## config.mk

```make
export PLATFORM = sky130hd
export DESIGN_NAME = ccb_column_buffer
export DESIGN_NICKNAME = d
export VERILOG_FILES = /design/src/design/ccb_pkg_enc.sv /design/src/design/ccb_column_buffer.sv
export SDC_FILE = /design/constraint.sdc
export NUM_CORES = 1
export LEC_CHECK = 0
export CAP_MARGIN = 20
export CELL_PAD_IN_SITES_DETAIL_PLACEMENT = 1
export CELL_PAD_IN_SITES_GLOBAL_PLACEMENT = 2
export CORE_MARGIN = 2
export CORE_UTILIZATION = 42
export DETAILED_ROUTE_END_ITERATION = 16
export DONT_BUFFER_PORTS = 1
export GPL_TIMING_DRIVEN = 0
export HOLD_SLACK_MARGIN = 0.15
export PLACE_DENSITY = 0.87
export SLEW_MARGIN = 20
export SYNTH_ARGS = -nofsm -noshare
export SYNTH_HDL_FRONTEND = slang
export SYNTH_SLANG_ARGS = --single-unit
```

## constraint.sdc

```tcl
create_clock -name SYS_CLK -period 2.9 [get_ports SYS_CLK]
set_input_delay 0.29 -clock SYS_CLK [delete_from_list [all_inputs] [get_ports SYS_CLK]]
set_output_delay 0.29 -clock SYS_CLK [all_outputs]
set_load 0.02 [all_outputs]
```

## src/design/ccb_pkg_enc.sv

```systemverilog
/*
 * package of constants for the card column buffer, and the seven-to-three
 * zone encoder used on the compressed read path.
 * assumes a single clock domain; the encoder is purely combinational.
 */
package ccb_pkg;
    localparam int          ZONE_W        = 12;
    localparam int          DATA_W        = 16;
    localparam int          MAINT_W       = 4;
    localparam int          HI_ZONES      = 5;
    localparam int          LO_ZONES      = 7;
    localparam int          ENC_W         = 3;
    localparam logic [1:0]  ADDR_IMAGE    = 2'h0;
    localparam logic [1:0]  ADDR_COMP     = 2'h1;
    localparam logic [1:0]  ADDR_MAINT    = 2'h2;
    localparam int          MNT_TEST_BIT  = 0;
    localparam int          MNT_STRB_BIT  = 1;
    localparam int          MNT_ZONE_LSB  = 4;
    localparam logic [ZONE_W-1:0]  BUF_RST   = 12'h000;
    localparam logic [MAINT_W-1:0] MAINT_RST = 4'h0;
    localparam logic [DATA_W-1:0]  DATA_RST  = 16'h0000;
endpackage : ccb_pkg

`timescale 1ns/1ps
module ccb_zone_encoder (
    input  wire logic [6:0] zones_lo,
    output logic      [2:0] code
);
    // bit 6 is zone 1 ... bit 0 is zone 7; none marked gives 0
    always_comb begin
        code = 3'h0;
        for (int k = 0; k < ccb_pkg::LO_ZONES; k++) begin
            if (zones_lo[k]) begin
                code = 3'(ccb_pkg::LO_ZONES - k);
            end
        end
    end
endmodule : ccb_zone_encoder

```

## src/design/ccb_column_buffer.sv

```systemverilog
/*
 * column data path of a card reader controller: pin capture of the
 * zone lines on the column strobe, the column buffer, column-ready flag,
 * image and compressed reads, and the maintenance register.
 * assumes overrun and eject state come from status logic on SYS_CLK.
 */
`timescale 1ns/1ps
module ccb_column_buffer (
    input  wire logic                         SYS_CLK,
    input  wire logic                         RST,
    input  wire logic                         CE,
    input  wire logic [ccb_pkg::ZONE_W-1:0]   ZONE_IN,
    input  wire logic                         COLUMN_STROBE,
    input  wire logic                         OVERRUN_ERROR,
    input  wire logic                         EJECT_PENDING,
    input  wire logic                         HOST_RD,
    input  wire logic                         HOST_WR,
    input  wire logic [1:0]                   HOST_ADDR,
    input  wire logic [ccb_pkg::DATA_W-1:0]   HOST_WDATA,
    output logic      [ccb_pkg::DATA_W-1:0]   HOST_RDATA,
    output logic                              HOST_RVALID,
    output logic                              COLUMN_READY,
    output logic      [ccb_pkg::MAINT_W-1:0]  MAINT_OUT
);
    logic [ccb_pkg::ZONE_W-1:0]  zone_s1_q, zone_s2_q, buf_q;
    logic                        strb_s1_q, strb_s2_q, strb_s3_q;
    logic [ccb_pkg::MAINT_W-1:0] maint_q;
    logic                        inj_q;
    logic [ccb_pkg::ZONE_W-1:0]  inj_zone_q;
    logic                        pin_edge, strobe, load, data_acc;
    logic [ccb_pkg::ZONE_W-1:0]  zone_src;
    logic [2:0]                  enc;

    // pin synchronisers
    always_ff @(posedge SYS_CLK or posedge RST) begin
        if (RST) begin
            zone_s1_q <= ccb_pkg::BUF_RST;
            zone_s2_q <= ccb_pkg::BUF_RST;
            strb_s1_q <= 1'b0;
            strb_s2_q <= 1'b0;
            strb_s3_q <= 1'b0;
        end else if (CE) begin
            zone_s1_q <= ZONE_IN;
            zone_s2_q <= zone_s1_q;
            strb_s1_q <= COLUMN_STROBE;
            strb_s2_q <= strb_s1_q;
            strb_s3_q <= strb_s2_q;
        end
    end

    assign pin_edge = strb_s2_q & ~strb_s3_q;

    // maintenance register and injected test column
    always_ff @(posedge SYS_CLK or posedge RST) begin
        if (RST) begin
            maint_q    <= ccb_pkg::MAINT_RST;
            inj_q      <= 1'b0;
            inj_zone_q <= ccb_pkg::BUF_RST;
        end else if (CE) begin
            inj_q <= 1'b0;
            if (HOST_WR && HOST_ADDR == ccb_pkg::ADDR_MAINT) begin
                maint_q    <= HOST_WDATA[ccb_pkg::MAINT_W-1:0];
                inj_q      <= HOST_WDATA[ccb_pkg::MNT_TEST_BIT]
                              & HOST_WDATA[ccb_pkg::MNT_STRB_BIT];
                inj_zone_q <= HOST_WDATA[ccb_pkg::MNT_ZONE_LSB +: ccb_pkg::ZONE_W];
            end
        end
    end

    // test mode replaces the reader pins
    always_comb begin
        if (maint_q[ccb_pkg::MNT_TEST_BIT]) begin
            strobe   = inj_q;
            zone_src = inj_zone_q;
        end else begin
            strobe   = pin_edge;
            zone_src = zone_s2_q;
        end
    end

    assign load     = strobe & ~OVERRUN_ERROR;
    assign data_acc = HOST_RD && (HOST_ADDR == ccb_pkg::ADDR_IMAGE
                                  || HOST_ADDR == ccb_pkg::ADDR_COMP);

    // column buffer
    always_ff @(posedge SYS_CLK or posedge RST) begin
        if (RST) begin
            buf_q <= ccb_pkg::BUF_RST;
        end else if (CE && load) begin
            buf_q <= zone_src;
        end
    end

    // column ready: with EJECT_PENDING low, a new column wins over a same-cycle clear
    always_ff @(posedge SYS_CLK or posedge RST) begin
        if (RST) begin
            COLUMN_READY <= 1'b0;
        end else if (CE) begin
            if (load && !EJECT_PENDING) begin
                COLUMN_READY <= 1'b1;
            end else if (data_acc) begin
                COLUMN_READY <= 1'b0;
            end
        end
    end

    ccb_zone_encoder u_enc (
        .zones_lo (buf_q[ccb_pkg::LO_ZONES-1:0]),
        .code     (enc)
    );

    // read path
    always_ff @(posedge SYS_CLK or posedge RST) begin
        if (RST) begin
            HOST_RDATA  <= ccb_pkg::DATA_RST;
            HOST_RVALID <= 1'b0;
        end else if (CE) begin
            HOST_RVALID <= HOST_RD;
            if (HOST_RD) begin
                case (HOST_ADDR)
                    ccb_pkg::ADDR_IMAGE: begin
                        HOST_RDATA <= {4'h0, buf_q};
                    end
                    ccb_pkg::ADDR_COMP: begin
                        HOST_RDATA <= {8'h00,
                            buf_q[ccb_pkg::ZONE_W-1 -: ccb_pkg::HI_ZONES],
                            enc};
                    end
                    ccb_pkg::ADDR_MAINT: begin
                        HOST_RDATA <= {12'h000, maint_q};
                    end
                    default: begin
                        HOST_RDATA <= ccb_pkg::DATA_RST;
                    end
                endcase
            end
        end
    end

    always_ff @(posedge SYS_CLK or posedge RST) begin
        if (RST) begin
            MAINT_OUT <= ccb_pkg::MAINT_RST;
        end else if (CE) begin
            MAINT_OUT <= maint_q;
        end
    end
endmodule : ccb_column_buffer

```

---- Yosys cells after proc, flatten, opt, wreduce, memory -nomap -nowiden ----
Index checks and enable logic that the tools add are counted.
operators by class
  reduce and logical (&&, ||, !) cells .... 11
  equality and inequality tests ........... 2
  bitwise logic cells ..................... 5
  mux-type cells .......................... 13
operators by type and width
  kind                                                 number
  case mux 12 bit (3 select lines)                     1
  two-way mux 3 bit                                    7
  two-way mux 12 bit                                   1
  AND reduction 2 bit                                  3
  logical AND 1 bit                                    4
  two-way mux 1 bit                                    4
  AND 1 bit                                            3
  equality test 2 x 1 -> 1 bit, second input constant  1
  equality test 2 bit, second input constant           1
  logical NOT 2 bit                                    1
  NOT 1 bit                                            2
  nonzero test 2 bit                                   1
  logical NOT 1 bit                                    1
  logical OR 1 bit                                     1
word-level totals
  bits of input ports ..................... 38
  bits in registers ....................... 78
  output and inout bits ................... 22

---- Longest topological paths before layout ----
Gate-level depths: netlist (run 1).
  word-level depth ........................ 8
  depth in mapped cells ................... 6
  mapped depth without buffers ............ 4

---- Cells and area by module ----
From an unflattened synthesis (run 1), not the netlist that was laid out.
unflattened totals
  cell total of the unflattened synthesis .. 222
  area total of the unflattened synthesis .. 3185.6 um2
modules (own cells, without submodules)
  module             times used  cells an instance  area an instance (um2)  sequential area each (um2)
  ccb_column_buffer  1           211                3124.2                  1851.8
  ccb_zone_encoder   1           11                 61.3                    0.0

---- Least setup slack after synthesis (run 1) ----
Ideal clock, no wire load.
  path kind ............................... register -> register
  start ................................... reg maint_q[0] (netlist bit)
  end ..................................... reg buf_q[8] (netlist bit)
  clock period less this slack ............ 1.509 ns
  arrival ................................. 1.384 ns
  stages on the path, launching flop included .. 6
  required time ........................... 2.774 ns
  slack ................................... 1.391 ns
  path buffers ............................ 2
  library setup time ...................... 0.126 ns
  cell sequence ........................... dfrtp_1 > buf_6 > or3b_4 > a21oi_4 > buf_4 > a21oi_1
on the way
  cells in the longest elaborated chain, start to end .. 3
  elaborated cells on any way between the ends .. 4
  those cells by class .................... mux: 2; bitwise: 1; reduce/logical: 1
RTL lines
  item                    RTL line                 RTL
  start, declared         ccb_column_buffer.sv:27  logic [ccb_pkg::MAINT_W-1:0] maint_q;
  start signal, assigned  ccb_column_buffer.sv:56  maint_q <= ccb_pkg::MAINT_RST;
  start signal, assigned  ccb_column_buffer.sv:62  maint_q <= HOST_WDATA[ccb_pkg::MAINT_W-1:0];
  two-way mux 1 bit       ccb_column_buffer.sv:72  if (maint_q[ccb_pkg::MNT_TEST_BIT]) begin
  AND 1 bit               ccb_column_buffer.sv:81  assign load = strobe & ~OVERRUN_ERROR;
  logical AND 1 bit       ccb_column_buffer.sv:89  end else if (CE && load) begin
  end signal, assigned    ccb_column_buffer.sv:88  buf_q <= ccb_pkg::BUF_RST;
  end signal, assigned    ccb_column_buffer.sv:90  buf_q <= zone_src;
  end, declared           ccb_column_buffer.sv:25  logic [ccb_pkg::ZONE_W-1:0] zone_s1_q, zone_s2_q, buf_q;
Parallel ways exist; a longest one is shown, timed or not.
A chain may end at the register's enable or synchronous reset.

---- Final worst setup path (run 1) ----
Ends and elaborated chain as after synthesis.

==> results of run 1 <==
[layout make-up]
class | instances | area (sq um)
timing repair buffer | 33 | 348
clock inverter | 7 | 93.8
multi-input combinational | 142 | 1160
buffer | 16 | 101
sequential | 74 | 1850
inverter | 6 | 25.0
tap | 99 | 124
clock buffer | 9 | 124
fill | 759 | 3380
[registers in the layout, summed over array words and instances (netlist names), 4 cells and up]
name and cells:
buf_q 12, inj_zone_q 12, MAINT_OUT 4, maint_q 4, zone_s2_q 12, HOST_RDATA 12, zone_s1_q 12
[routing by layer]
metal  global-route usage [%]  vias to the layer above
met5                        0                        -
met4                     5.51                        0
met3                     6.43                       11
met2                     31.6                       60
met1                     23.3                      992
li1                         -                      917
[final timing paths]
| check | from | cells past startpoint | endpoint |
|---|---|---|---|
| max in group asynchronous | RST | 3 | zone_s1_q[9] |
| worst min-delay path | HOST_RD | 2 | HOST_RDATA[2] |
| worst min register to register | zone_s1_q[6] | 1 | zone_s1_q[6] |
| min in group asynchronous | RST | 2 | HOST_RDATA[4] |
| worst max-delay path | maint_q[0] | 5 | buf_q[8] |
| worst max register to register | maint_q[0] | 5 | buf_q[8] |
[Yosys cell counts, drive strengths merged, types with 2 or more instances]
master	number
nor2	16
a21oi	18
nand2	9
buf	14
a22o	4
clkbuf	2
nor3	4
o31ai	2
mux2	47
dfrtp	74
mux2i	20
inv	6
o21ai	8
[power by group through the flow]
stage / Sequential (mW) / Clock, mW / Combinational, mW
5_1_grt: 1.60 / 0.954 / 0.601
3_5_place_dp: 1.58 / 0 / 0.501
2_1_floorplan: 1.49 / 0 / 0.418
3_3_place_gp: 1.56 / 0 / 0.472
6_report: 1.56 / 0.878 / 0.532
4_1_cts: 1.56 / 0.901 / 0.541
[logic make-up after synthesis]
family	synth area share, %
flops	59.2
mux	23.3
compound gates	8.16
simple gates	5.24
buf+inv	3.96
other cells	0.120
[stage by stage]
stage | hold WS [ps] | instance area [sq um] | power [mW] | utilization, %
after detailed placement | 151 | 3290 | 2.08 | 45.6
after global placement | 397 | 3260 | 2.04 | 45.2
final | 175 | 3830 | 2.97 | 53.1
after CTS | 164 | 3830 | 3.00 | 53.1
after floorplan | 397 | 3140 | 1.91 | -
after global routing | 190 | 3830 | 3.15 | 53.1
[repair_timing]
item                       CTS  global route
setup endpoints to repair    0             0
setup buffers                0             0
hold buffers                32             0
hold endpoints to repair   105             0
==> results.toml, run 1 <==
[synthesis]
yosys.area.top_type = "dfrtp_1"
synthTopCellsByArea = "dfrtp_1 (59%), mux2_2 (17%), mux2i_1 (6.4%)"
synth_cells = 235
synth_seq_cells = 74
synth_top_area_share_pct = 59.2
yosysSeqAreaShare_pct = 59.2
synth_warnings = 0
syn-cell-area_sq_um = 3130
synth-edff-count = 0
synth_cell_type_count = 29
ys_async_sr_fraction_pct = 100
yosys_most_used_dff = "dfrtp_1"
syn_avg_cell_area_sq_um = 13.3

[setup_path]
cp_data_arrival_time_ps = 1890
path_class = "reg -> reg"
crit_required_ps = 3120
startpoint_type = "register"
r2r_slack_ps = 1230
path_delay_family = "simple AND/OR/NAND/NOR gates"
cp.buffers_inverters = 2
path_cells = "buf_6, or3b_4, a21oi_4, buf_4, a21oi_1"
slowest_stage = "or3b_4"
slowest_delay_ps = 410
cp-end-kind = "register"
crit_path_max_fanout = 10

[sta]
fin_crit_sh_pct = 57.4
fin_ws_ps = 1230
grt_setup_unrepaired = "no"
drv_slew = 0
hold_viol = 0
finalSetupViolCount = 0
worst_pin_slew_ps = 803
slew_headroom_pct = 46.5
period_needed_ps = 1670
skew_ps = 7.92
max_freq_ghz = 0.600
tns_ps = 0

[clock_tree]
clockBufferDepth = 2
clk_latency_ps = 350
cts_tree = "built"
clock-root-buffer = "clkbuf_8"
clkTransAtPathRegs_ps = 80
cts_max_level = 3
cts_sinks = 74
cts-resized-gates = 0
cts_made_buffers = 9

[power_and_ir_drop]
internal_power_mw = 2.04
p_sw_mw = 0.927
clkPwrFrac_pct = 29.6
comb_power_share_pct = 18.0
p_seq_share_pct = 52.4
irDropWorstVdd_mv = 0.368
sw_frac_of_total_pct = 31.3
p_leak_nw = 1.67
power_density_nw_per_um2 = 774

[global_route]
grt_usage_pct = 18.9
grt_pass1_vias = 2212
overflow = 0
grt_antenna_before_repair = 0
grt_pass1_wl_microns = 11800
grt_max_degree = 52

[cells_and_area]
layout_commonest_cell = "dfrtp_1"
mostFrequentLayoutCells = "dfrtp_1 (74), mux2_2 (47), dlygate4sd3_1 (32)"
final_cells = 386
antennaDiodeCount = 0
fin_nets = 320
syn_to_final_growth_pct = 22.5
drive_gt1_share_pct = 31.4

[drt]
top_layer_used = "met4"
drtAntennaViolNets = 0
dr_wl_met3_microns = 373
drt_first_iter_violations = 58
drt_wl_total_microns = 7020
dr_wl_met2_microns = 3620
drc = 0
via_per_inst = 5.13
wl_per_cell_microns = 18.2
detail_route.first_pass.iterations = 4
m1WireLength_microns = 2910
vias = 1980

[flow_run]
cap_violations = 0

[die]
die_area_sq_um = 8150
die_w_microns = 90.3
design.core.area_sq_um = 7210
ios = 60
chipHeight_microns = 90.3
initial_core_util_pct = 43.4
row_count = 31

[place]
portBuffers = 0
post-place-cells = 338
place_congestion = 0.807
hpwl_microns = 4760
dp_slack_ps = 1080

[hold_path]
hold_path_class = "in -> reg"

[status]
outcome = "finished clean"
No activity file was read; power rests on OpenSTA's default activity.
==> run 2, diff against run 1 <==
--- a/config.mk
+++ b/config.mk
@@ -5,16 +5,17 @@
 export SDC_FILE = /design/constraint.sdc
 export NUM_CORES = 1
 export LEC_CHECK = 0
+export ABC_AREA = 1
 export CAP_MARGIN = 20
 export CELL_PAD_IN_SITES_DETAIL_PLACEMENT = 1
 export CELL_PAD_IN_SITES_GLOBAL_PLACEMENT = 2
 export CORE_MARGIN = 2
-export CORE_UTILIZATION = 42
+export CORE_UTILIZATION = 34
 export DETAILED_ROUTE_END_ITERATION = 16
 export DONT_BUFFER_PORTS = 1
 export GPL_TIMING_DRIVEN = 0
 export HOLD_SLACK_MARGIN = 0.15
-export PLACE_DENSITY = 0.87
+export PLACE_DENSITY = 0.84
 export SLEW_MARGIN = 20
 export SYNTH_ARGS = -nofsm -noshare
 export SYNTH_HDL_FRONTEND = slang
==> constraint.sdc (replaced) <==
create_clock -name SYS_CLK -period 1.5 [get_ports SYS_CLK]
set_input_delay 0.15 -clock SYS_CLK [delete_from_list [all_inputs] [get_ports SYS_CLK]]
set_output_delay 0.15 -clock SYS_CLK [all_outputs]
set_load 0.02 [all_outputs]
==> run 2 against run 1 <==
- cell count rose by 40%
- critical path depth rose by 3
- flip-flop and latch count did not move
- cell area rose by 5.6%
- critical path type unchanged
==> results.toml, run 2 <==
[cells_and_area]
syn_to_final_growth_pct = 26.2
drive_gt1_share_pct = 15.0
layout_commonest_cell = "nand2_1"
mostFrequentLayoutCells = "nand2_1 (167), dfrtp_1 (74), dlygate4sd3_1 (42)"
fin_nets = 461
antennaDiodeCount = 0

[setup_path]
slowest_delay_ps = 450
startpoint_type = "register"
cp_common_cell = "nor2_1"
reg2reg_from = "maint_q[0]"
cp-end-kind = "register"
path_cells = "inv_2, nor2_1, nor2_1, nand3_2, inv_4, buf_12, o211ai_2, o21ai_2"
startpoint = "maint_q[0]"
cp.buffers_inverters = 3
crit_required_ps = 1780
cp_data_arrival_time_ps = 1660
crit_path_max_fanout = 10
path_delay_family = "flip-flops"
slowest_stage = "dfrtp_1"
path_class = "reg -> reg"

[sta]
finalSetupViolCount = 0
drv_slew = 0
tns_ps = 0
hold_viol = 0
fin_crit_sh_pct = 92.5
max_freq_ghz = 0.721
skew_ps = 16.2
grt_setup_unrepaired = "no"
worst_pin_slew_ps = 514
slew_headroom_pct = 65.7
holdWs_ps = 171
period_needed_ps = 1390

[power_and_ir_drop]
p_leak_nw = 2.01
irDropWorstVdd_mv = 0.690
power_density_nw_per_um2 = 1410

[clock_tree]
cts_made_buffers = 9
clkTransAtPathRegs_ps = 80
clockBufferDepth = 2
clk_latency_ps = 360
cts-resized-gates = 0
cts_tree = "built"
cts_max_level = 3
cts_sinks = 74
clock-root-buffer = "clkbuf_8"

[global_route]
grt_antenna_before_repair = 0
grt_pass1_vias = 2697
grt_pass1_wl_microns = 13300
grt_usage_pct = 17.0
overflow = 0
grt_max_degree = 30

[synthesis]
synth_top_area_share_pct = 57.8
synth-compound-area-share_pct = 11.9
synth_cells = 365
yosys_most_used_dff = "dfrtp_1"
syn-cell-area_sq_um = 3200
synth-edff-count = 0
synthMuxAreaShare_pct = 0
yosys.area.top_type = "dfrtp_1"
synth_fa_ha_area_share_pct = 0
synthTopCellsByArea = "dfrtp_1 (58%), nand2_1 (20%), o211ai_2 (3.1%)"
yosysSeqAreaShare_pct = 57.8
yosys.area_share.simple_pct = 22.5
yosys.area_share.xor_xnor_pct = 0
synth_cell_type_count = 26
synth_top_family_by_area = "simple AND/OR/NAND/NOR gates"
syn_avg_cell_area_sq_um = 8.78
synth_most_common_cell = "nand2_1"
synth_warnings = 0
synth_common_cells = "nand2_1 (167), dfrtp_1 (74), inv_1 (22), o21ai_1 (15), o21ai_0 (14)"
ys_async_sr_fraction_pct = 100
synth_seq_cells = 74

[drt]
via_per_inst = 4.63
drtAntennaViolNets = 0
drt_first_iter_violations = 89
drc = 0
vias = 2495
detail_route.first_pass.iterations = 4
drt_wl_total_microns = 8010
wl_per_cell_microns = 14.9

[place]
place_congestion = 0.789
hpwl_microns = 5730
portBuffers = 0

[die]
die_area_sq_um = 10200
ios = 60
chipHeight_microns = 101
row_count = 35
die_w_microns = 101
initial_core_util_pct = 34.8
design.core.area_sq_um = 9200

[hold_path]
hp-start = "CE"
hold_path_class = "in -> reg"

[status]
outcome = "finished clean"

[flow_run]
cap_violations = 0
[run 2: changes by cell type in the layout (fill, tap and decap cells not counted), sizes merged, moves of 8 or more]
cell         delta
o211ai         +12
a21oi          -17
dlygate4sd3    +10
mux2i          -20
inv            +25
nand2         +159
mux2           -47
nor2            -8
o21ai          +29
[run 2: cell families after synthesis]
kind of cell / Yosys count
buffers and inverters: 50
other: 1
and+or+nand+nor: 185
DFF: 74
AOI/OAI and AO/OA: 55
[run 2: timing repair]
item	in CTS	in global routing
hold endpoints to repair	113	0
buffers inserted	0	0
hold buffers	42	0
[run 2: worst reg2reg max path: stages (launching register included)]
cell	delay (ps)
dfrtp_1	450
inv_2	140
nor2_1	60
nor2_1	120
nand3_2	120
inv_4	110
buf_12	140
o211ai_2	100
o21ai_2	70
[run 2: path summary, 6_finish.rpt]
check                                     end  cells past startpoint  slack [ps]
min in group asynchronous        zone_s2_q[7]                      2         300
worst max register to register       buf_q[7]                      8         110
worst max-delay path                 buf_q[7]                      8         110
worst min register to register  zone_s1_q[10]                      2         480
max in group asynchronous        MAINT_OUT[0]                      3         690
worst min-delay path             COLUMN_READY                      3         170
[run 2: final cells by class]
| type | instances | area (sq um) |
|---|---|---|
| fill | 1097 | 5150 |
| sequential | 74 | 1850 |
| multi-input combinational | 244 | 1120 |
| timing repair buffer | 44 | 460 |
| tap | 111 | 139 |
| buffer | 19 | 129 |
| clock buffer | 9 | 124 |
| inverter | 31 | 123 |
| clock inverter | 7 | 101 |
[run 2: through the flow]
stage          setup slack [ps]  cells  cell area (sq um)  power (mW)  utilization (%)
6_report                    112    539               4040        5.71             44.0
5_1_grt                    12.8    539               4040        6.06             44.0
4_1_cts                     114    539               4040        5.77             44.0
3_5_place_dp                138    481               3400        3.90             37.0
3_3_place_gp                134    479               3360        3.84             36.5
2_1_floorplan               336    368               3220        3.59                -
[run 2: report_power, final]
group / switching [mW] / total, mW / internal, mW
clock: 0.795 / 1.74 / 0.947
sequential: 0.417 / 2.83 / 2.41
combinational: 0.662 / 1.13 / 0.471
[run 2: routing by layer]
| metal | track usage, % | share of wire [%] | wire [microns] | vias up |
|---|---|---|---|---|
| met1 | 21.9 | 46 | 3700 | 1187 |
| met4 | 4.16 | 1.2 | 95 | 0 |
| li1 | - | - | - | 1249 |
| met5 | 0 | 0 | 0 | - |
| met3 | 5.27 | 4.5 | 363 | 9 |
| met2 | 28.0 | 48 | 3840 | 50 |
==> run 3, diff against run 2 <==
--- a/config.mk
+++ b/config.mk
@@ -10,12 +10,13 @@
 export CELL_PAD_IN_SITES_DETAIL_PLACEMENT = 1
 export CELL_PAD_IN_SITES_GLOBAL_PLACEMENT = 2
 export CORE_MARGIN = 2
-export CORE_UTILIZATION = 34
+export CORE_UTILIZATION = 37
+export CTS_BUF_LIST = sky130_fd_sc_hd__clkbuf_8 sky130_fd_sc_hd__clkbuf_16
 export DETAILED_ROUTE_END_ITERATION = 16
 export DONT_BUFFER_PORTS = 1
 export GPL_TIMING_DRIVEN = 0
 export HOLD_SLACK_MARGIN = 0.15
-export PLACE_DENSITY = 0.84
+export PLACE_DENSITY = 0.86
 export SLEW_MARGIN = 20
 export SYNTH_ARGS = -nofsm -noshare
 export SYNTH_HDL_FRONTEND = slang
==> constraint.sdc (replaced) <==
create_clock -name SYS_CLK -period 1.33 [get_ports SYS_CLK]
set_input_delay 0.133 -clock SYS_CLK [delete_from_list [all_inputs] [get_ports SYS_CLK]]
set_output_delay 0.133 -clock SYS_CLK [all_outputs]
set_load 0.02 [all_outputs]
==> run 3 against run 2 <==
- the run now ends with negative setup slack left
- worst hold slack better by 24 ps
- critical path depth unchanged
- routed wire length up 9.6%
- core utilization up 5.9 points
- clock power down 5%
- critical path type unchanged
==> results.toml, run 3 (same netlist as run 2, synthesis figures left out) <==
[status]
outcome = "finished with violations"
violations = "negative setup slack"

[cells_and_area]
syn_to_final_growth_pct = 29.1
layout_commonest_cell = "nand2_1"
antennaDiodeCount = 0
fin_nets = 468
seq_area_sq_um = 1850
mostFrequentLayoutCells = "nand2_1 (167), dfrtp_1 (74), dlygate4sd3_1 (44)"
multi_input_area_sq_um = 1160
drive_gt1_share_pct = 15.4
fill_cells = 980

[setup_path]
crit_required_ps = 1620
crit_path_max_fanout = 8
path_class = "reg -> reg"
cp_data_arrival_time_ps = 1620
cp-end-kind = "register"
startpoint_type = "register"

[clock_tree]
clk_latency_ps = 360
clock-root-buffer = "clkbuf_8"
cts_max_level = 3
cts_tree = "built"
cts_sinks = 74
clockBufferDepth = 2
clkTransAtPathRegs_ps = 80
cts_made_buffers = 9

[die]
design.core.area_sq_um = 8300
chipHeight_microns = 97.1
row_count = 33
die_area_sq_um = 9420
initial_core_util_pct = 38.6
ios = 60
die_w_microns = 97.1

[power_and_ir_drop]
power_density_nw_per_um2 = 1510
irDropWorstVdd_mv = 0.581
p_leak_nw = 2.05

[place]
place_congestion = 0.831
hpwl_microns = 5810
portBuffers = 0

[sta]
period_needed_ps = 1330
finalSetupViolCount = 1
holdWs_ps = 195
skew_ps = 11.3
fin_crit_sh_pct = 100
drv_slew = 0
hold_viol = 0
grt_setup_unrepaired = "yes"
fin_ws_ps = -2.15
max_freq_ghz = 0.751
tns_ps = -2.15

[drt]
wl_per_cell_microns = 16.3
vias = 2618
drc = 0
detail_route.first_pass.iterations = 4
drtAntennaViolNets = 0
drt_wl_total_microns = 8780
via_per_inst = 4.85
drt_first_iter_violations = 103

[global_route]
grt_antenna_before_repair = 0
grt_usage_pct = 19.8
grt_pass1_wl_microns = 14700
grt_pass1_vias = 2890
overflow = 0
grt_max_degree = 31

[hold_path]
hold_path_class = "in -> reg"

[flow_run]
cap_violations = 0
==> run 3: changes by cell type in the layout (fill, tap and decap cells not counted), moves of 3 or more <==
cell,change
inv_1,+4
o211ai_2,-4
o211ai_4,+4
buf_4,+3
==> run 3: area by class of cell <==
cell class / count / share of cell area (%)
clock buffers: 9 / 2.99
multi-input cells: 244 / 27.9
plain buffers: 19 / 3.39
clock inverters: 7 / 1.33
well taps: 105 / 3.18
repair buffers: 51 / 13.4
flip-flops and latches: 74 / 44.8
inverters: 31 / 3.02
==> run 3: path summary, 6_finish.rpt <==
kind / start / to / slack (ps) / cells past startpoint
hold reg to reg: zone_s1_q[9] / zone_s1_q[9] / 470 / 2
max in group asynchronous: RST / zone_s1_q[6] / 340 / 4
min in group asynchronous: RST / HOST_RDATA[3] / 280 / 2
setup reg to reg: maint_q[0] / buf_q[6] / -2 / 8
setup / recovery: maint_q[0] / buf_q[6] / -2 / 8
hold / removal: HOST_WR / maint_q[0] / 200 / 4
==> run 3: through the flow <==
stage               total power, mW  util (%)  instances  instance area, sq um  worst slack (ps)
detailed placement             4.41      40.9        475                  3390             -30.0
global route                   6.67      49.8        540                  4140             -98.8
finish                         6.26      49.8        540                  4140             -2.15
CTS                            6.20      48.5        537                  4030              24.3
global placement               4.32      40.4        473                  3350             -31.1
floorplan                      4.05         -        368                  3220               166
==> run 3: report_power, final <==
group	internal, mW	total (mW)	switching, mW	leakage (nW)
registers	2.72	3.20	0.480	0.928
clock network	0.834	1.66	0.824	0.108
logic	0.577	1.40	0.826	1.01
==> run 3: worst max-delay path: stages (launching register included) <==
cell,delay [ps]
dfrtp_1,390
inv_2,110
nor2_2,50
nor2_2,120
nand3_2,130
clkinv_4,140
clkbuf_16,170
o211ai_2,90
o21ai_2,70
==> run 3: timing repair <==
item	in CTS	in global routing
setup endpoints to repair	12	12
pin swaps	0	2
setup buffers	2	1
endpoints found under the hold margin	81	0
gates resized for setup	0	10
hold buffers	44	0
cloned	0	2
==> run 3: per-layer routing <==
layer / GRT usage [%] / vias to the layer above / routed length (microns)
met1: 25.0 / 1263 / 3820
li1: - / 1268 / -
met5: 0 / - / 0
met3: 4.17 / 20 / 371
met2: 32.9 / 67 / 4350
met4: 8.88 / 0 / 236
